### config.mk
export PLATFORM = sky130hd
export DESIGN_NAME = rx_baseband_control
export DESIGN_NICKNAME = d
export VERILOG_FILES = /design/src/bit_period_timer.v /design/src/rx_baseband_control.v
export VERILOG_INCLUDE_DIRS = /design/src /design/src/src
export SDC_FILE = /design/constraint.sdc
export NUM_CORES = 1
export LEC_CHECK = 0
export BUFFER_PORTS_ARGS = -buffer_cell sky130_fd_sc_hd__buf_2
export CAP_MARGIN = 20
export CORE_ASPECT_RATIO = 0.8
export CORE_UTILIZATION = 65
export DETAILED_ROUTE_END_ITERATION = 7
export GPL_TIMING_DRIVEN = 0
export PLACE_DENSITY = 0.95
export SLEW_MARGIN = 20
export SYNTH_ARGS = -nofsm -noshare
export SYNTH_HDL_FRONTEND = slang
export SYNTH_SLANG_ARGS = --single-unit
export TNS_END_PERCENT = 50
### constraint.sdc
create_clock -name clk_sys -period 21.1 [get_ports clk_sys]
set_clock_uncertainty 0.2 [all_clocks]
set_input_delay 2.11 -clock clk_sys [delete_from_list [all_inputs] [get_ports clk_sys]]
set_output_delay 2.11 -clock clk_sys [all_outputs]
set_load 0.02 [all_outputs]
### src/rx_baseband_control_defines.vh
// Purpose: shared constants for the receive baseband control block
// Assumes: 250 MHz system clock, 32-bit register port
// Notes:   register offsets are word indexes on the plain register port
`ifndef RX_BASEBAND_CONTROL_DEFINES_VH
`define RX_BASEBAND_CONTROL_DEFINES_VH

// register offsets
`define REG_OPERATING_MODE      4'h0
`define REG_BIT_RATE            4'h1
`define REG_CORRECTION_CONTROL  4'h2
`define REG_FREQ_ERROR_RESULT   4'h3
`define REG_CORRECTION_VALUE    4'h4
`define REG_CORRECTION_MODE     4'h5
`define REG_LOW_INDEX_OFFSET    4'h6
`define REG_CARRIER_FREQ        4'h7
`define REG_TEMPERATURE         4'h8
`define REG_TIMEOUT             4'h9
`define REG_STATUS              4'hA
`define REG_BANDWIDTH           4'hB

// operating mode field codes
`define MODE_SLEEP              3'h0
`define MODE_STANDBY            3'h1
`define MODE_SYNTH              3'h2
`define MODE_TRANSMIT           3'h3
`define MODE_RECEIVE            3'h4

// operating mode register fields
`define OPM_MODE_LSB            0
`define OPM_LISTEN_BIT          3
`define OPM_SEQ_OFF_BIT         4
`define OPM_CONTINUOUS_BIT      5
`define OPM_SYNC_OFF_BIT        6

// correction control fields
`define CC_START_BIT            0
`define CC_AUTO_ON_BIT          1
`define CC_AUTO_CLEAR_BIT       2
`define CC_FEI_START_BIT        3
`define CC_TEMP_START_BIT       4
`define CM_LOW_INDEX_BIT        0

// reset values
`define BIT_RATE_RESET          16'h001A
`define BIT_RATE_HIGH_RESET     8'h00
`define BIT_RATE_LOW_RESET      8'h1A
`define CARRIER_RESET           24'hE4_C000
`define OPM_RESET               8'h01
`define TEMP_RESET              8'h80

// timing
`define FEI_BIT_PERIODS         4
`define TIMEOUT_BIT_MULT        16
`define TEMP_LIMIT_NS           100000
`define CLK_PERIOD_NS           4
`define TEMP_CYCLES             (`TEMP_LIMIT_NS / `CLK_PERIOD_NS)
`define SEQ_STEP_CYCLES         16'h0040
`define LOW_INDEX_STEP_HZ       488
`endif

### src/bit_period_timer.v
// Purpose: bit period tick generator from the bit-rate divider
// Assumes: divider counts system clocks per bit, zero treated as one
// Notes:   tick is a one-cycle pulse, restarted by clear
`timescale 1ns/100ps
module bit_period_timer (
   // clock and reset
   input  wire        clk_sys,
   input  wire        rst,
   // control
   input  wire [15:0] divider,
   input  wire        clear,
   // result
   output reg         tick
);
   reg [15:0] count;

   // free running divider so every timer shares one bit clock
   always @(posedge clk_sys or posedge rst) begin
      if (rst) begin
         count <= 16'h0000;
         tick  <= 1'b0;
      end else if (count + 16'h0001 >= divider) begin
         // a due tick beats a realign, else edges one period apart swallow every tick
         count <= 16'h0000;
         tick  <= 1'b1;
      end else if (clear) begin
         count <= 16'h0000;
         tick  <= 1'b0;
      end else begin
         count <= count + 16'h0001;
         tick  <= 1'b0;
      end
   end
endmodule

### src/rx_baseband_control.v
// Purpose: receive baseband control: bit sync, error measure, correction, temperature, timeouts, modes
// Assumes: demodulated data and threshold flag arrive asynchronously; phase and temperature come from the converter
// Notes:   register port answers reads one cycle later; unmapped reads return zero
//
// The register offsets and the plain strobed port were chosen for this implementation.
`timescale 1ns/100ps
`include "rx_baseband_control_defines.vh"

// Notes on behaviour
// - continuous mode puts clean recovered data and clock out; sync can be disabled
// - packet mode always runs the sync; bit rate from high and low bytes
// - measurement launch stores signed two's complement frequency error
// - frequency error measurement lasts four bit periods
// - error in hertz is step size times the signed value
// - finished correction subtracts correction value from carrier frequency setting
// - correction starts on receive entry when auto bit set, else on start bit
// - auto clear discards old correction; otherwise evaluation starts from prior value
// - correction phase uses its own channel filter bandwidth setting
// - low index mode corrects by measured error plus offset code times 488 Hz
// - temperature accepted only in standby or synthesizer; converter reused
// - temperature code falls one step per degree of rising temperature
// - temperature running flag clears within 100 microseconds of start
// - timeout after receive start coefficient times 16 bits without threshold flag
// - timeout after threshold coefficient times 16 bits from threshold flag
// - mode field selects sleep, standby, synthesizer, transmit, receive unless listen
// - sequencer steps through modes unless sequencer disable applies directly
module rx_baseband_control (
   // clock and reset
   input  wire        clk_sys,
   input  wire        rst,
   // register port
   input  wire [3:0]  reg_addr,
   input  wire [31:0] reg_wdata,
   input  wire        reg_wr,
   input  wire        reg_rd,
   output reg  [31:0] reg_rdata,
   // receive path inputs (asynchronous)
   input  wire        demod_data,
   input  wire        signal_threshold_flag,
   // converter results
   input  wire [7:0]  phase_error,
   input  wire [7:0]  temperature_adc,
   // recovered stream outputs
   output reg         recovered_data,
   output reg         recovered_clock_pin,
   // block enables, filter choice and timeout interrupt
   output reg  [2:0]  active_mode,
   output reg         periodic_wake_active,
   output reg         use_correction_bandwidth,
   output reg         temperature_adc_enable,
   output reg         timeout_irq
);
   // settings and results
   reg [7:0]  operating_mode_setting;
   reg [7:0]  bit_rate_high_byte;
   reg [7:0]  bit_rate_low_byte;
   reg        auto_correction_enable;
   reg        correction_auto_clear;
   reg        low_index_correction_enable;
   reg [7:0]  low_index_offset_code;
   reg [23:0] carrier_freq;
   reg [7:0]  correction_phase_bandwidth;
   reg [7:0]  receive_start_timeout_coef;
   reg [7:0]  threshold_timeout_coef;
   reg [15:0] frequency_error_value;
   reg [15:0] correction_value;
   reg [7:0]  temperature_value;
   reg        temperature_running;
   reg        correction_done;
   reg        fei_done;

   wire [2:0] mode_field = operating_mode_setting[`OPM_MODE_LSB +: 3];
   wire       continuous = operating_mode_setting[`OPM_CONTINUOUS_BIT];
   wire [15:0] bit_rate_setting = {bit_rate_high_byte, bit_rate_low_byte};

   // input synchronisers: stage one feeds stage two only
   reg [1:0] data_sync;
   reg [1:0] thresh_sync;
   always @(posedge clk_sys or posedge rst) begin
      if (rst) begin
         data_sync   <= 2'b00;
         thresh_sync <= 2'b00;
      end else begin
         data_sync   <= {data_sync[0], demod_data};
         thresh_sync <= {thresh_sync[0], signal_threshold_flag};
      end
   end
   wire data_s   = data_sync[1];
   wire thresh_s = thresh_sync[1];
   reg  data_q;
   reg  thresh_q;

   // sync on in packet mode always, in continuous mode unless disabled
   wire sync_on = ~continuous | ~operating_mode_setting[`OPM_SYNC_OFF_BIT];

   // bit clock, realigned on each data edge while sync is on so it tracks the far rate
   wire data_edge = data_s ^ data_q;
   wire bit_tick;
   bit_period_timer u_bit_timer (
      .clk_sys (clk_sys),
      .rst     (rst),
      .divider (bit_rate_setting),
      .clear   (sync_on & data_edge),
      .tick    (bit_tick)
   );
   reg [15:0] half_count;

   // recovered stream: data sampled mid-bit while sync is on, clock high for the second half in continuous mode only
   always @(posedge clk_sys or posedge rst) begin
      if (rst) begin
         data_q              <= 1'b0;
         thresh_q            <= 1'b0;
         half_count          <= 16'h0000;
         recovered_data      <= 1'b0;
         recovered_clock_pin <= 1'b0;
      end else begin
         data_q   <= data_s;
         thresh_q <= thresh_s;
         if (!sync_on) begin
            recovered_data      <= data_s; // raw stream with sync disabled
            recovered_clock_pin <= 1'b0;
         end else if (data_edge || bit_tick) begin
            half_count          <= 16'h0000;
            recovered_clock_pin <= 1'b0;
         end else if (half_count == {1'b0, bit_rate_setting[15:1]}) begin
            half_count          <= half_count + 16'h0001;
            recovered_data      <= data_s; // glitch-free mid-bit sample
            recovered_clock_pin <= continuous;
         end else begin
            half_count <= half_count + 16'h0001;
         end
      end
   end

   // mode sequencer: wakes one level at a time up to synth, then jumps to target or down, unless disabled
   reg [15:0] seq_wait;
   wire       listen = operating_mode_setting[`OPM_LISTEN_BIT];
   always @(posedge clk_sys or posedge rst) begin
      if (rst) begin
         active_mode          <= `MODE_STANDBY;
         periodic_wake_active <= 1'b0;
         seq_wait             <= 16'h0000;
      end else begin
         periodic_wake_active <= listen;
         if (listen) begin
            seq_wait <= 16'h0000;
         end else if (operating_mode_setting[`OPM_SEQ_OFF_BIT] || mode_field > `MODE_RECEIVE) begin
            if (mode_field <= `MODE_RECEIVE)
               active_mode <= mode_field; // direct selection
         end else if (active_mode != mode_field) begin
            if (seq_wait != 16'h0000) begin
               seq_wait <= seq_wait - 16'h0001;
            end else begin
               seq_wait <= `SEQ_STEP_CYCLES;
               // sleep to standby to synth first, then target
               if (mode_field < active_mode || active_mode >= `MODE_SYNTH)
                  active_mode <= mode_field;
               else
                  active_mode <= active_mode + 3'h1;
            end
         end
      end
   end
   wire in_rx      = (active_mode == `MODE_RECEIVE) & ~listen;
   reg  in_rx_q;
   wire rx_entry   = in_rx & ~in_rx_q;

   // frequency error and correction engine
   reg        fei_busy;
   reg        fei_is_afc;
   reg [2:0]  fei_bits;
   reg signed [15:0] phase_acc;
   wire wr_cc = reg_wr && (reg_addr == `REG_CORRECTION_CONTROL);
   wire afc_req = (auto_correction_enable & rx_entry)
                | (wr_cc & reg_wdata[`CC_START_BIT] & ~auto_correction_enable);
   wire fei_req = wr_cc & reg_wdata[`CC_FEI_START_BIT];
   wire signed [15:0] low_off = low_index_correction_enable ? {8'h00, low_index_offset_code} : 16'h0000;
   wire [15:0] fei_new = phase_acc + {{8{phase_error[7]}}, phase_error};
   wire [15:0] afc_new = fei_new + low_off; // error plus offset in low index mode
   always @(posedge clk_sys or posedge rst) begin
      if (rst) begin
         in_rx_q                  <= 1'b0;
         fei_busy                 <= 1'b0;
         fei_is_afc               <= 1'b0;
         fei_bits                 <= 3'h0;
         phase_acc                <= 16'h0000;
         frequency_error_value    <= 16'h0000;
         correction_value         <= 16'h0000;
         carrier_freq             <= `CARRIER_RESET;
         use_correction_bandwidth <= 1'b0;
         correction_done          <= 1'b0;
         fei_done                 <= 1'b0;
      end else begin
         in_rx_q <= in_rx;
         if (!fei_busy && (afc_req || fei_req)) begin
            fei_busy                 <= 1'b1;
            fei_is_afc               <= afc_req;
            fei_bits                 <= 3'h0;
            phase_acc                <= 16'h0000;
            use_correction_bandwidth <= afc_req;
            if (afc_req) begin
               correction_done <= 1'b0;
               if (auto_correction_enable && correction_auto_clear) begin
                  carrier_freq     <= carrier_freq + {{8{correction_value[15]}}, correction_value}; // undo old
                  correction_value <= 16'h0000;
               end
            end else begin
               fei_done <= 1'b0;
            end
         end else if (fei_busy && bit_tick) begin
            fei_bits  <= fei_bits + 3'h1;
            phase_acc <= fei_new;
            if (fei_bits == `FEI_BIT_PERIODS - 1) begin // four bit periods
               fei_busy                 <= 1'b0;
               use_correction_bandwidth <= 1'b0;
               frequency_error_value    <= fei_new; // signed two's complement in synth steps
               fei_done                 <= 1'b1;
               if (fei_is_afc) begin
                  correction_value <= afc_new;
                  carrier_freq     <= carrier_freq - {{8{afc_new[15]}}, afc_new};
                  correction_done  <= 1'b1;
               end
            end
         end
      end
   end

   // temperature measurement: only from standby or synth
   reg [15:0] temp_count;
   wire temp_ok  = (active_mode == `MODE_STANDBY || active_mode == `MODE_SYNTH) & ~listen;
   wire temp_req = wr_cc & reg_wdata[`CC_TEMP_START_BIT] & temp_ok;
   always @(posedge clk_sys or posedge rst) begin
      if (rst) begin
         temperature_running    <= 1'b0;
         temperature_adc_enable <= 1'b0;
         temp_count             <= 16'h0000;
         temperature_value      <= `TEMP_RESET;
      end else if (temp_req && !temperature_running) begin
         temperature_running    <= 1'b1;
         temperature_adc_enable <= 1'b1; // converter borrowed from receiver
         temp_count             <= 16'h0000;
      end else if (temperature_running) begin
         temp_count <= temp_count + 16'h0001;
         if (temp_count == 16'h0020) begin // far inside the limit
            temperature_value      <= temperature_adc; // converter already falls with heat
            temperature_running    <= 1'b0;
            temperature_adc_enable <= 1'b0;
         end
      end
   end

   // receive timeouts counted in 16-bit blocks
   reg [3:0]  tmo_sub;
   reg [7:0]  tmo_blocks;
   reg        tmo_phase;
   wire [7:0] tmo_coef = tmo_phase ? threshold_timeout_coef : receive_start_timeout_coef;
   always @(posedge clk_sys or posedge rst) begin
      if (rst) begin
         tmo_sub     <= 4'h0;
         tmo_blocks  <= 8'h00;
         tmo_phase   <= 1'b0;
         timeout_irq <= 1'b0;
      end else if (!in_rx || rx_entry) begin
         tmo_sub     <= 4'h0;
         tmo_blocks  <= 8'h00;
         tmo_phase   <= 1'b0;
         timeout_irq <= 1'b0;
      end else if (thresh_s && !thresh_q && !tmo_phase) begin
         tmo_phase  <= 1'b1; // restart from threshold rise
         tmo_sub    <= 4'h0;
         tmo_blocks <= 8'h00;
      end else if (bit_tick && tmo_coef != 8'h00 && !timeout_irq) begin // zero disables
         tmo_sub <= tmo_sub + 4'h1;
         if (tmo_sub == `TIMEOUT_BIT_MULT - 1) begin
            tmo_blocks <= tmo_blocks + 8'h01;
            if (tmo_blocks + 8'h01 == tmo_coef)
               timeout_irq <= 1'b1;
         end
      end
   end

   // register writes
   always @(posedge clk_sys or posedge rst) begin
      if (rst) begin
         operating_mode_setting      <= `OPM_RESET;
         bit_rate_high_byte          <= `BIT_RATE_HIGH_RESET;
         bit_rate_low_byte           <= `BIT_RATE_LOW_RESET;
         auto_correction_enable      <= 1'b0;
         correction_auto_clear       <= 1'b0;
         low_index_correction_enable <= 1'b0;
         low_index_offset_code       <= 8'h00;
         correction_phase_bandwidth  <= 8'h8B;
         receive_start_timeout_coef  <= 8'h00;
         threshold_timeout_coef      <= 8'h00;
      end else if (reg_wr) begin
         case (reg_addr)
            `REG_OPERATING_MODE: operating_mode_setting <= reg_wdata[7:0];
            `REG_BIT_RATE: begin
               bit_rate_high_byte <= reg_wdata[15:8];
               bit_rate_low_byte  <= reg_wdata[7:0];
            end
            `REG_CORRECTION_CONTROL: begin
               auto_correction_enable <= reg_wdata[`CC_AUTO_ON_BIT];
               correction_auto_clear  <= reg_wdata[`CC_AUTO_CLEAR_BIT];
            end
            `REG_CORRECTION_MODE:  low_index_correction_enable <= reg_wdata[`CM_LOW_INDEX_BIT];
            `REG_LOW_INDEX_OFFSET: low_index_offset_code <= reg_wdata[7:0];
            `REG_BANDWIDTH:        correction_phase_bandwidth <= reg_wdata[7:0];
            `REG_TIMEOUT: begin
               receive_start_timeout_coef <= reg_wdata[7:0];
               threshold_timeout_coef     <= reg_wdata[15:8];
            end
            default: ;
         endcase
      end
   end

   // read data, valid the cycle after the strobe only
   always @(posedge clk_sys or posedge rst) begin
      if (rst) begin
         reg_rdata <= 32'h0000_0000;
      end else if (reg_rd) begin
         case (reg_addr)
            `REG_OPERATING_MODE:     reg_rdata <= {24'h00_0000, operating_mode_setting};
            `REG_BIT_RATE:           reg_rdata <= {16'h0000, bit_rate_setting};
            `REG_CORRECTION_CONTROL: reg_rdata <= {26'h000_0000, correction_done, fei_busy,
                                                   2'b00, correction_auto_clear, auto_correction_enable};
            `REG_FREQ_ERROR_RESULT:  reg_rdata <= {15'h0000, fei_done, frequency_error_value};
            `REG_CORRECTION_VALUE:   reg_rdata <= {16'h0000, correction_value};
            `REG_CORRECTION_MODE:    reg_rdata <= {31'h0000_0000, low_index_correction_enable};
            `REG_LOW_INDEX_OFFSET:   reg_rdata <= {24'h00_0000, low_index_offset_code};
            `REG_CARRIER_FREQ:       reg_rdata <= {8'h00, carrier_freq};
            `REG_TEMPERATURE:        reg_rdata <= {23'h00_0000, temperature_running, temperature_value};
            `REG_TIMEOUT:            reg_rdata <= {16'h0000, threshold_timeout_coef, receive_start_timeout_coef};
            `REG_STATUS:             reg_rdata <= {26'h000_0000, thresh_s, timeout_irq,
                                                   periodic_wake_active, active_mode};
            `REG_BANDWIDTH:          reg_rdata <= {24'h00_0000, correction_phase_bandwidth};
            default:                 reg_rdata <= 32'h0000_0000;
         endcase
      end else begin
         reg_rdata <= 32'h0000_0000;
      end
   end
endmodule

* Yosys cells after proc, flatten, opt, wreduce, memory -nomap -nowiden
Cells that the tools add are included.
** Cells by class
- $add $sub $neg :: 12
- $mul :: 0
- Div/mod/pow operators :: 0
- $lt $le $gt $ge :: 5
- Equality and inequality tests :: 30
- Shifts and indexed selects :: 0
- Mux-type cells :: 74
- Bitwise operators :: 20
- Reductions and logical operators :: 56
** Operators by type and width (count)
- $pmux W24 S12 :: 1
- $mux W16 :: 17
- $mux W24 :: 6
- $add A16 B1 Y16 const B :: 3
- $mux W8 :: 6
- $mux W1 :: 33
- $mux W32 :: 1
- $add A24 B24 Y24 :: 1
- $reduce_and A2 Y1 :: 12
- $sub A24 B24 Y24 :: 1
- $reduce_bool A2 Y1 :: 11
- $mux W3 :: 7
- $eq A4 B4 Y1 const B :: 5
- $add A16 B16 Y16 :: 1
- $add A16 B8 Y16 :: 1
- $eq A16 B15 Y1 :: 1
- $eq A16 B6 Y1 const B :: 1
- $eq A4 B3 Y1 const B :: 4
- $ge A16 B16 Y1 :: 1
- $reduce_bool A16 Y1 :: 1
- $sub A16 B1 Y16 const B :: 1
- $mux W4 :: 3
- $ne A2 B2 Y1 const B :: 6
- $reduce_and A4 Y1 :: 3
- other kinds (28) :: 70
** Word-level totals
- Flip-flop bits (word level) :: 273
- Bits in latches :: 0
- Bits in writable memories :: 0
- Bits in read-only memories :: 0
- Output and inout port bits :: 41
- Memories :: 0

* Longest topological paths before layout
Gate-level depths: netlist of the first run.
- Depth in word-level cells :: 9
- Mapped depth :: 31
- Depth with buffers taken out :: 30

* Modules after synthesis
Synthesis of the first run repeated with hierarchy kept, for this count alone.
** Unflattened totals
- Cells, all modules :: 1623
- Area total of the unflattened synthesis :: 15466.1 µm²
** Modules (own cells, without submodules)
- rx_baseband_control :: times used 1, cells each 1495, area each 14191.1 µm²
- bit_period_timer :: times used 1, cells each 128, area each 1275.0 µm²

* Least setup slack after synthesis of the first run
Ideal clock, no wire load.
- Path kind :: input to register
- From :: input port phase_error[0]
- To :: register carrier_freq[23]
- Setup time :: 0.085 ns
- Arrival time :: 7.720 ns
- Slack :: 13.094 ns
- Stages :: 31
- Cells stage by stage :: ha_1 inv_1 fa_1 nor2b_1 o21ai_0 nand2b_1 xnor2_1 inv_1 ha_1 clkbuf_1 o21a_1 o21a_1 a21o_1 a21oi_1 nor2_1 xnor2_1 nor3b_1 nor2b_1 nand2_1 a31o_2 ha_1 a21o_1 nand3_1 nand2_1 or3_1 a211oi_1 o31ai_1 a21oi_1 o2bb2ai_1 a41oi_1 nand3_1
** Between the ends
- Cells in the longest elaborated chain, start to end :: 7
** Ends and longest elaborated chain
- start, declared :: line rx_baseband_control.v:41 : input wire [7:0] phase_error,
- $add A16 B16 Y16 :: line rx_baseband_control.v:178 : wire [15:0] fei_new = phase_acc + {{8{phase_error[7]}}, phase_error};
- named net fei_new[4] :: line rx_baseband_control.v:178
- $add A16 B8 Y16 :: line rx_baseband_control.v:179 : wire [15:0] afc_new = fei_new + low_off;
- $sub A24 B24 Y24 :: line rx_baseband_control.v:220 : carrier_freq <= carrier_freq - {{8{afc_new[15]}}, afc_new};
- $mux W24 :: line rx_baseband_control.v:218 : if (fei_is_afc) begin
- $mux W24 :: line rx_baseband_control.v:213 : if (fei_bits == `FEI_BIT_PERIODS - 1) begin
- $mux W24 :: line rx_baseband_control.v:210 : end else if (fei_busy && bit_tick) begin
- $mux W24 :: line rx_baseband_control.v:195 : if (!fei_busy && (afc_req || fei_req)) begin
- end signal, assigned :: line rx_baseband_control.v:189 : carrier_freq <= `CARRIER_RESET;
- end signal, assigned :: line rx_baseband_control.v:204 : carrier_freq <= carrier_freq + {{8{correction_value[15]}}, correction_value};
- end signal, assigned :: line rx_baseband_control.v:220
- end, declared :: line rx_baseband_control.v:61 : reg [23:0] carrier_freq;
The timed path passes the listed nets, and every way through them passes these cells. The select of a mux whose other input is x is not followed.
A chain may end at the register's enable or synchronous reset.

* Final worst setup path of the first run
- From :: input port phase_error[1]
- To :: register carrier_freq[23]
The elaborated chain is that of the path after synthesis.

==> key figures, run 1 <==
Die
  • Rows: 50
  • Die H: 141 um
  • Ports: 99
  • Die area: 0.0249 mm^2
  • Die Wd: 176 um
  • Initial Utilization: 0.668
  • Core area: ~0.024 mm^2

CTS
  • Clk root buf: clkbuf_16
  • Clk sinks: 265
  • H-tree depth: 1
  • CTS tree: built
  • Clk Latency, worst-skew pair: 0.55 ns
  • Setup Fix Bufs, Post-CTS: 0
  • CTS resizes: 0
  • Clk buf depth: 3
  • CTS Hold Bufs: 0
  • Num CTS Buffers: 26
  • Clock-pin slew on the worst setup and hold paths: 0.06 ns

Critical path
  • Critical setup path kind: in2reg
  • Slowest stage delay, CP: 0.51 ns
  • WP data arrival: around 9.1 ns
  • Slowest stage cell, crit path: a21oi_1
  • Worst-path fanout max: 6
  • CP bufs+invs: 2
  • Critical path endpoint category: flop
  • Crit-path leading delay family: compound AO/OA/AOI/OAI gates
  • Crit start category: input port
  • Critical Path RT: 21.37 ns

Routing
  • DRC viols: 16
  • Post-Route WL: 45.3 mm
  • Router iterations before antenna repair: 8
  • WL/cell: 21.3 um
  • Drt initial violations: around 1700
  • Vias: 14030
  • Via density: approximately 6.6
  • Detail Route Antenna Nets: 0

Power
  • Worst vdd ir: 0.106 mV
  • Pwr per Cell Area: 129 mW/mm^2
  • P_leak: between 0.008 and 0.009 uW

Final layout
  • Finished Layout Cells: 2122
  • Area growth, synth to finish: 11.1%
  • Share of cells above drive strength 1: 0.129
  • Final nets: 1932
  • Final core occ: 0.742
  • Post-route cell area: between 0.015 and 0.02 mm^2

Yosys
  • Instance count of the mapped netlist: 1680
  • Mean post-synth cell area: 9.38 um^2
  • Post-synth EDFFs: 0
  • Top cells by area, synth: dfrtp_1, ha_1, mux2_2, nand2_1, o21ai_0
  • Cell with the most instances after synthesis: dfrtp_1
  • Register bit total from synthesis: roughly 270
  • Most used DFF post-synth: dfrtp_1
  • Post-synth ARST share: 1.00
  • Register area share after synthesis: 0.422
  • YS warnings: 0
  • Cell taking the most area after synthesis: dfrtp_1
  • Unique masters post-synth: 77
  • Synth cell count leaders: dfrtp_1, nand2_1, o21ai_0
  • Top cell type's share of synthesized area: 0.395
  • Mapped cell area: 0.0158 mm^2

Timing
  • Final Setup Violations: 0
  • Final period demand of the worst path: 8.80 ns
  • Final hold violation count: 0
  • Slew headroom: 0.255
  • Tcrit/Tclk final: 0.417
  • Setup TNS: 0 ns
  • Max Transition Viols Final: 0
  • Max Fclk: 114 MHz
  • Least-Margin Pin Slew: around 1.1 ns
  • Unrepaired setup endpoints after global routing: false

Global routing
  • Vias in the first global route: 13491
  • Largest net degree at the start of global routing: 109
  • Gr usage total: 0.368
  • Antenna violations before repair: 1
  • First-pass GRT wire length: 72.1 mm
  • Grt ovf: 0

Placed design
  • GP Congestion: 0.977
  • Cells after DPL: 2072
  • I/O Buffers: 71
  • Placed inst area: 0.0166 mm^2
  • Hpwl dp: between 30 and 40 mm

Worst hold path
  • Hold Path Class: reg2reg

Flow run
  • Max_cap viols: 0

Run status
  • Status: finished with violations
  • Failing checks: design-rule violations
## per-layer routing
metal / routed length [um] / track usage
met3: 4880 / 0.0777
met2: 20300 / 0.575
met4: 1710 / 0.131
met5: 0 / 0
met1: 18400 / 0.509
## where the power goes
part           switching (uW)  total [uW]  internal, uW
Sequential                118         730           612
Combinational             620        1030           408
Clock                     207         496           289
## placed cells by master, fill, tap and decap left out, drive strengths merged, types with 68 or more instances in the layout
cell type  instances
nor2             110
nand2            202
ha                82
a21oi             87
mux2              68
clkbuf           105
dfrtp            249
buf               87
o21ai            130
nand3             74
## final cells by class
type                            count  area, um^2
Clock inverter                      8         129
Tap cell                          312         390
Buffer                             78         332
Clock buffer                       40         773
Antenna cell                        1        2.50
Fill cell                        1557        6080
Timing Repair Buffer               74         415
Inverter                           53         206
Multi-Input combinational cell   1291        8600
Sequential cell                   265        6650
## cells by family (layout without fill, tap and decap cells)
kind of cell    after synthesis  after routing  synth area share
compound gates              400            400             0.163
xor+xnor                    121            121            0.0682
simple gates                587            587             0.181
flops                       265            265             0.422
mux                          90             90            0.0634
buf+inv                     131            253            0.0337
other cells                   1              9          0.000238
fa+ha+maj                    85             85            0.0689
## sequential cells by signal, indices dropped and copies added (netlist names), 16 cells and up
register               count
carrier_freq              24
reg_rdata                 24
correction_value          16
frequency_error_value     16
half_count                16
phase_acc                 16
seq_wait                  16
temp_count                16
u_bit_timer.count         16
## per-stage QoR
stage | hold slack, ns | total power, uW | setup WS, ns
after floorplan | 0.131 | 1450 | 11.52
after global placement | 0.134 | 1650 | 8.98
after detailed placement | 0.143 | 1700 | 11.96
after CTS | 0.157 | 2210 | 12.45
after global routing | 0.166 | 2370 | 11.84
final | 0.156 | 2250 | 12.30
## final timing paths
check,to,cells past startpoint,from,slack (ns)
setup / recovery,carrier_freq[23],29,phase_error[1],12.30
hold / removal,data_sync[1],0,data_sync[0],0.16
setup reg to reg,carrier_freq[23],31,phase_acc[0],13.51
hold reg to reg,data_sync[1],0,data_sync[0],0.16
max in group asynchronous,phase_acc[14],4,rst,17.96
min in group asynchronous,data_q,2,rst,1.38
Power figures use the tool's default switching activity.
==> run 2, diff against run 1 <==
--- a/config.mk
+++ b/config.mk
@@ -9,10 +9,10 @@
 export BUFFER_PORTS_ARGS = -buffer_cell sky130_fd_sc_hd__buf_2
 export CAP_MARGIN = 20
 export CORE_ASPECT_RATIO = 0.8
-export CORE_UTILIZATION = 65
+export CORE_UTILIZATION = 62
 export DETAILED_ROUTE_END_ITERATION = 7
 export GPL_TIMING_DRIVEN = 0
-export PLACE_DENSITY = 0.95
+export PLACE_DENSITY = 0.92
 export SLEW_MARGIN = 20
 export SYNTH_ARGS = -nofsm -noshare
 export SYNTH_HDL_FRONTEND = slang
==> constraint.sdc (replaced) <==
create_clock -name clk_sys -period 8.55 [get_ports clk_sys]
set_clock_uncertainty 0.2 [all_clocks]
set_input_delay 0.855 -clock clk_sys [delete_from_list [all_inputs] [get_ports clk_sys]]
set_output_delay 0.855 -clock clk_sys [all_outputs]
set_load 0.02 [all_outputs]
==> run 2 against run 1 <==
- the run now ends clean
- design area rose by 0.54%
- register-to-register slack got worse by 13 ns
- global-route usage fell by 2.1 points
- sequential share of layout area fell by 0.20 points
- first-iteration DRC count fell by 13%
==> key figures, run 2 (synthesis gave the netlist of run 1 again) <==
Run status
  • Status: finished clean (was finished with violations)

Worst hold path
  • Hold Path Class: reg2reg (unchanged)
  • HP Start: data_sync[0] (unchanged)

Placed design
  • Hpwl dp: 32.7 mm (was 32.4 mm)
  • Cells after DPL: 2078 (was 2072)
  • I/O Buffers: 71 (unchanged)
  • GP Congestion: 0.989 (was 0.977)

Final layout
  • Inserted Diodes: 0 (was 1)
  • Final core occ: 0.714 (was 0.742)
  • Finished Layout Cells: 2127 (was 2122)
  • Final nets: 1932 (unchanged)
  • Area growth, synth to finish: 11.7% (was 11.1%)
  • Fillers: 1731 (was 1557)
  • Most frequent cells in the layout: dfrtp_1, nand2_1, o21ai_0 (unchanged)
  • Commonest non-fill, non-tap cell in the layout: dfrtp_1 (unchanged)
  • Share of cells above drive strength 1: 0.132 (was 0.129)
  • Largest registers: carrier_freq x24, reg_rdata x24 (unchanged)

Power
  • Sw frac: 0.410 (was 0.419)
  • Net Sw Power: 2310 uW (was 945 uW)
  • Reg power frac: 0.319 (was 0.324)
  • Pwr per Cell Area: 320 mW/mm^2 (was 129 mW/mm^2)
  • P_leak: 0.00824 uW (was 0.00820 uW)
  • Worst vdd ir: 0.241 mV (was 0.106 mV)
  • Tot Pwr: 5640 uW (was 2250 uW)
  • Internal: 3330 uW (was 1310 uW)
  • Clk pwr share: 0.238 (was 0.220)
  • Comb pwr share: 0.443 (was 0.456)

Critical path
  • Critical setup path kind: in2reg (unchanged)
  • Worst Setup SP: phase_error[1] (unchanged)
  • Crit start category: input port (unchanged)
  • Slowest stage delay, CP: 0.55 ns (was 0.51 ns)
  • Worst-path fanout max: 7 (was 6)
  • R2R Setup Slk: 0.97 ns (was 13.51 ns)
  • Critical path endpoint category: flop (unchanged)
  • Slowest stage cell, crit path: a21oi_1 (unchanged)
  • WP data arrival: 7.86 ns (was 9.07 ns)
  • Reg-to-reg startpoint: phase_acc[1] (was phase_acc[0])
  • Critical Path RT: 8.81 ns (was 21.37 ns)

CTS
  • CTS resizes: 0 (unchanged)
  • Setup Fix Bufs, Post-CTS: 0 (unchanged)
  • H-tree depth: 1 (unchanged)
  • Clk sinks: 265 (unchanged)
  • CTS tree: built (unchanged)
  • Clk root buf: clkbuf_16 (unchanged)
  • Clk Latency, worst-skew pair: 0.55 ns (about the same)
  • CTS Hold Bufs: 0 (unchanged)
  • Clk buf depth: 3 (unchanged)
  • Clock-pin slew on the worst setup and hold paths: 0.07 ns (was 0.06 ns)
  • Num CTS Buffers: 27 (was 26)

Timing
  • Final Setup Violations: 0 (unchanged)
  • Slew headroom: 0.234 (was 0.255)
  • Final period demand of the worst path: 7.60 ns
  • Unrepaired setup endpoints after global routing: false (unchanged)
  • Final hold violation count: 0 (unchanged)
  • Max Transition Viols Final: 0 (unchanged)
  • Least-Margin Pin Slew: 1.14 ns (was 1.11 ns)
  • Tcrit/Tclk final: 0.889
  • Max Fclk: 132 MHz

Routing
  • Router iterations before antenna repair: 8 (unchanged)
  • Post-Route WL: 44.8 mm (was 45.3 mm)
  • WL/cell: 21.1 um (was 21.3 um)
  • Detail Route Antenna Nets: 0 (unchanged)
  • Via density: 6.52 (was 6.61)
  • Vias: 13869 (was 14030)
  • Drt initial violations: 1482 (was 1704)
  • DRC viols: 0 (was 16)

Die
  • Die Wd: 180 um (was 176 um)
  • Rows: 51 (was 50)
  • Core area: 0.0246 mm^2 (was 0.0236 mm^2)
  • Die H: 145 um (was 141 um)
  • Initial Utilization: 0.640 (was 0.668)
  • Die area: 0.0261 mm^2 (was 0.0249 mm^2)
  • Ports: 99 (unchanged)

Global routing
  • Grt ovf: 0 (unchanged)
  • Gr usage total: 0.347 (was 0.368)
  • First-pass GRT wire length: 70.9 mm (was 72.1 mm)
  • Vias in the first global route: 13143 (was 13491)
  • Largest net degree at the start of global routing: 99 (was 109)
  • Antenna violations before repair: 1 (unchanged)

Flow run
  • Max_cap viols: 0 (unchanged)
-- run 2: cell types whose count changed in the layout (fill, tap and decap cells not counted), sizes merged --
cell    before  now
diode        1    0
clkinv       5    9
bufinv       3    7
clkbuf     105   96
inv         52   53
-- run 2: path summary, 6_finish.rpt --
path / cells past startpoint / to
worst min-delay path: 0 / data_sync[1]
max in group asynchronous: 3 / correction_phase_bandwidth[3]
worst max-delay path: 29 / carrier_freq[23]
min in group asynchronous: 2 / recovered_data
worst min register to register: 0 / data_sync[1]
worst max register to register: 28 / carrier_freq[23]
-- run 2: stage by stage --
stage | setup TNS (ns) | setup WS [ns] | instance area, um^2 | hold WS, ns
CTS | 0 | 1.07 | 17600 | 0.165
finish | 0 | 0.953 | 17600 | 0.161
floorplan | 0 | 0.225 | 15800 | 0.131
detailed placement | 0 | 0.577 | 16600 | 0.153
global placement | -582.51 | -2.37 | 16500 | 0.135
global route | 0 | 0.585 | 17600 | 0.179
-- run 2: final cells by class --
type,instances,area (um^2),area share
Clock inverter,17,282,0.0160
Multi-Input combinational cell,1291,8600,0.489
Timing Repair Buffer,73,410,0.0233
Clock buffer,32,714,0.0406
Inverter,53,206,0.0117
Tap cell,318,398,0.0226
Buffer,78,332,0.0188
Sequential cell,265,6650,0.378
-- run 2: per-layer routing --
| layer | part of all wire | up-vias | global-route usage | routed length (um) |
|---|---|---|---|---|
| li1 | - | 6225 | - | - |
| met1 | 0.42 | 6764 | 0.479 | 18800 |
| met2 | 0.44 | 733 | 0.548 | 19700 |
| met3 | 0.10 | 145 | 0.0723 | 4590 |
| met4 | 0.037 | 2 | 0.119 | 1660 |
| met5 | 0.00027 | - | 0 | 12 |
-- run 2: worst max-delay path, delay by kind of cell --
kind | cells | cell delay, ns
AOI/OAI and AO/OA | 13 | 3.29
xor gates and xnor gates | 2 | 0.71
adders and majority gates | 3 | 0.93
buffers and inverters | 2 | 0.20
and+or+nand+nor | 9 | 1.85
-- run 2: power groups by stage --
stage | Sequential [uW] | Combinational [uW] | Clock [uW]
after CTS | 1780 | 2440 | 1340
after global routing | 1820 | 2760 | 1390
after detailed placement | 1800 | 2410 | 0
final | 1800 | 2500 | 1340
after global placement | 1790 | 2290 | 0
after floorplan | 1710 | 1870 | 0
==> run 3, diff against run 2 <==
--- a/config.mk
+++ b/config.mk
@@ -9,10 +9,10 @@
 export BUFFER_PORTS_ARGS = -buffer_cell sky130_fd_sc_hd__buf_2
 export CAP_MARGIN = 20
 export CORE_ASPECT_RATIO = 0.8
-export CORE_UTILIZATION = 62
+export CORE_UTILIZATION = 25
 export DETAILED_ROUTE_END_ITERATION = 7
 export GPL_TIMING_DRIVEN = 0
-export PLACE_DENSITY = 0.92
+export PLACE_DENSITY = 0.51
 export SLEW_MARGIN = 20
 export SYNTH_ARGS = -nofsm -noshare
 export SYNTH_HDL_FRONTEND = slang
==> run 3 against run 2 <==
- cell count increased by 25%
- first-iteration DRC count fell by 29%
- combinational power is essentially flat
- register-to-register slack better by 0.02 ns
- worst setup slack better by 0.018 ns
- sequential cell count is the same
- fmax increased by 0.24%
- critical path depth is 3 higher
- wire length is 6.4% higher
- largest power group unchanged
- highest routed layer is now met4
==> key figures, run 3 (synthesis gave the netlist of run 1 again) <==
Critical path
  • Cell repeated most along the worst path: ha_1
  • Worst-path fanout max: 7 (unchanged)
  • Slowest stage cell, crit path: nor3b_1 (was a21oi_1)
  • Crit start category: input port (unchanged)
  • Crit-path leading delay family: compound AO/OA/AOI/OAI gates (unchanged)
  • Critical setup path kind: in2reg (unchanged)
  • R2R Setup Slk: 0.99 ns (was 0.97 ns)
  • RR Endpoint: carrier_freq[23] (unchanged)
  • Slowest stage delay, CP: 0.49 ns (was 0.55 ns)
  • Reg2reg path depth: 31 (was 28)
  • Critical path endpoint category: flop (unchanged)
  • Reg-to-reg startpoint: phase_acc[0] (was phase_acc[1])
  • Critical Path RT: 8.85 ns (was 8.81 ns)
  • WP data arrival: 7.88 ns (was 7.86 ns)
  • CP bufs+invs: 4 (was 2)

Timing
  • Final worst slack: 0.971 ns (was 0.953 ns)
  • Tcrit/Tclk final: 0.886 (was 0.889)
  • Final hold violation count: 0 (unchanged)
  • Max Fclk: 132 MHz (about the same)
  • Hold slack final: 0.148 ns (was 0.161 ns)
  • Unrepaired setup endpoints after global routing: false (unchanged)
  • Final Setup Violations: 0 (unchanged)
  • Final period demand of the worst path: 7.58 ns (was 7.60 ns)
  • Max Transition Viols Final: 0 (unchanged)
  • Slew headroom: 0.380 (was 0.234)
  • Least-Margin Pin Slew: 0.922 ns (was 1.14 ns)

Die
  • Die Wd: 283 um (was 180 um)
  • Core area: 0.0617 mm^2 (was 0.0246 mm^2)
  • Ports: 99 (unchanged)
  • Rows: 81 (was 51)
  • Die area: 0.0640 mm^2 (was 0.0261 mm^2)
  • Initial Utilization: 0.255 (was 0.640)
  • Die H: 227 um (was 145 um)

Global routing
  • Grt ovf: 0 (unchanged)
  • Antenna violations before repair: 0 (was 1)
  • Gr usage total: 0.150 (was 0.347)
  • First-pass GRT wire length: 74.3 mm (was 70.9 mm)
  • Largest net degree at the start of global routing: 99 (unchanged)
  • Vias in the first global route: 12562 (was 13143)

Placed design
  • Cells after DPL: 2590 (was 2078)
  • Pre-CTS setup slack: 0.485 ns (was 0.577 ns)
  • I/O Buffers: 71 (unchanged)
  • Hpwl dp: 36.4 mm (was 32.7 mm)
  • GP Congestion: 0.958 (was 0.989)

Routing
  • Detail Route Antenna Nets: 0 (unchanged)
  • Router iterations before antenna repair: 5 (was 8)
  • Via density: 4.92 (was 6.52)
  • Vias: 13021 (was 13869)
  • DRC viols: 0 (unchanged)
  • Drt initial violations: 1049 (was 1482)
  • WL/cell: 18.0 um (was 21.1 um)
  • Post-Route WL: 47.7 mm (was 44.8 mm)

CTS
  • Setup Fix Bufs, Post-CTS: 0 (unchanged)
  • Clk root buf: clkbuf_16 (unchanged)
  • CTS tree: built (unchanged)
  • H-tree depth: 1 (unchanged)
  • Clk sinks: 265 (unchanged)
  • Num CTS Buffers: 31 (was 27)
  • Clock-pin slew on the worst setup and hold paths: 0.06 ns (was 0.07 ns)
  • Clk buf depth: 3 (unchanged)
  • Clk Latency, worst-skew pair: 0.59 ns (was 0.55 ns)
  • CTS resizes: 0 (unchanged)
  • CTS Hold Bufs: 0 (unchanged)

Final layout
  • Commonest non-fill, non-tap cell in the layout: dfrtp_1 (unchanged)
  • Largest registers: carrier_freq x24, reg_rdata x24 (unchanged)
  • Final nets: 1937 (was 1932)
  • Most frequent cells in the layout: dfrtp_1, nand2_1, o21ai_0 (unchanged)
  • Area growth, synth to finish: 16.1% (was 11.7%)
  • Finished Layout Cells: 2649 (was 2127)
  • Share of cells above drive strength 1: 0.135 (was 0.132)

Power
  • Pwr per Cell Area: 309 mW/mm^2 (was 320 mW/mm^2)
  • P_leak: 0.00826 uW (was 0.00824 uW)
  • Worst vdd ir: 0.168 mV (was 0.241 mV)
  • Tot Pwr: 5650 uW (was 5640 uW)

Worst hold path
  • Hold Path Class: in2async (was reg2reg)

Flow run
  • Max_cap viols: 0 (unchanged)

Run status
  • Status: finished clean (unchanged)
## run 3: area by class of cell
class                           instances  area, um^2
Clock buffer                           39         836
Buffer                                 78         332
Sequential cell                       265        6650
Inverter                               53         206
Fill cell                            6410       43400
Multi-Input combinational cell       1291        8600
Tap cell                              830        1040
Clock inverter                         18         208
Antenna cell                            1        2.50
Timing Repair Buffer                   74         415
## run 3: routing by layer
layer / wire [um] / vias up / track usage
met5: 0 / - / 0
met4: 971 / 0 / 0.0340
met3: 2960 / 62 / 0.0257
met2: 20400 / 382 / 0.226
met1: 23400 / 6324 / 0.220
li1: - / 6253 / -
## run 3: report_power, final
group | leakage (uW) | internal [uW] | total [uW] | switching [uW]
sequential | 0.00330 | 1510 | 1810 | 296
combinational | 0.00445 | 999 | 2470 | 1470
clock | 0.000507 | 811 | 1370 | 562
total | 0.00826 | 3320 | 5650 | 2330
## run 3: metrics by stage
step	setup TNS (ns)	util	instance area (um^2)
6_report	0	0.296	18300
3_5_place_dp	0	0.279	17200
2_1_floorplan	0	-	15800
4_1_cts	0	0.296	18300
5_1_grt	0	0.296	18300
3_3_place_gp	-775.30	0.278	17200
## run 3: how the worst max path moves through the flow
| stage | startpoint | endpoint | slack (ns) | depth (start not counted) |
|---|---|---|---|---|
| 2_1_floorplan | rst | active_mode[1] | 0.22 | 1 |
| 3_3_place_gp | rst | phase_acc[5] | -3.15 | 2 |
| 3_5_place_dp | phase_error[0] | carrier_freq[23] | 0.48 | 32 |
| 4_1_cts | phase_acc[0] | carrier_freq[23] | 1.00 | 31 |
| 5_1_grt | phase_acc[0] | carrier_freq[23] | 0.24 | 31 |
| 6_report | phase_error[0] | carrier_freq[23] | 0.97 | 32 |
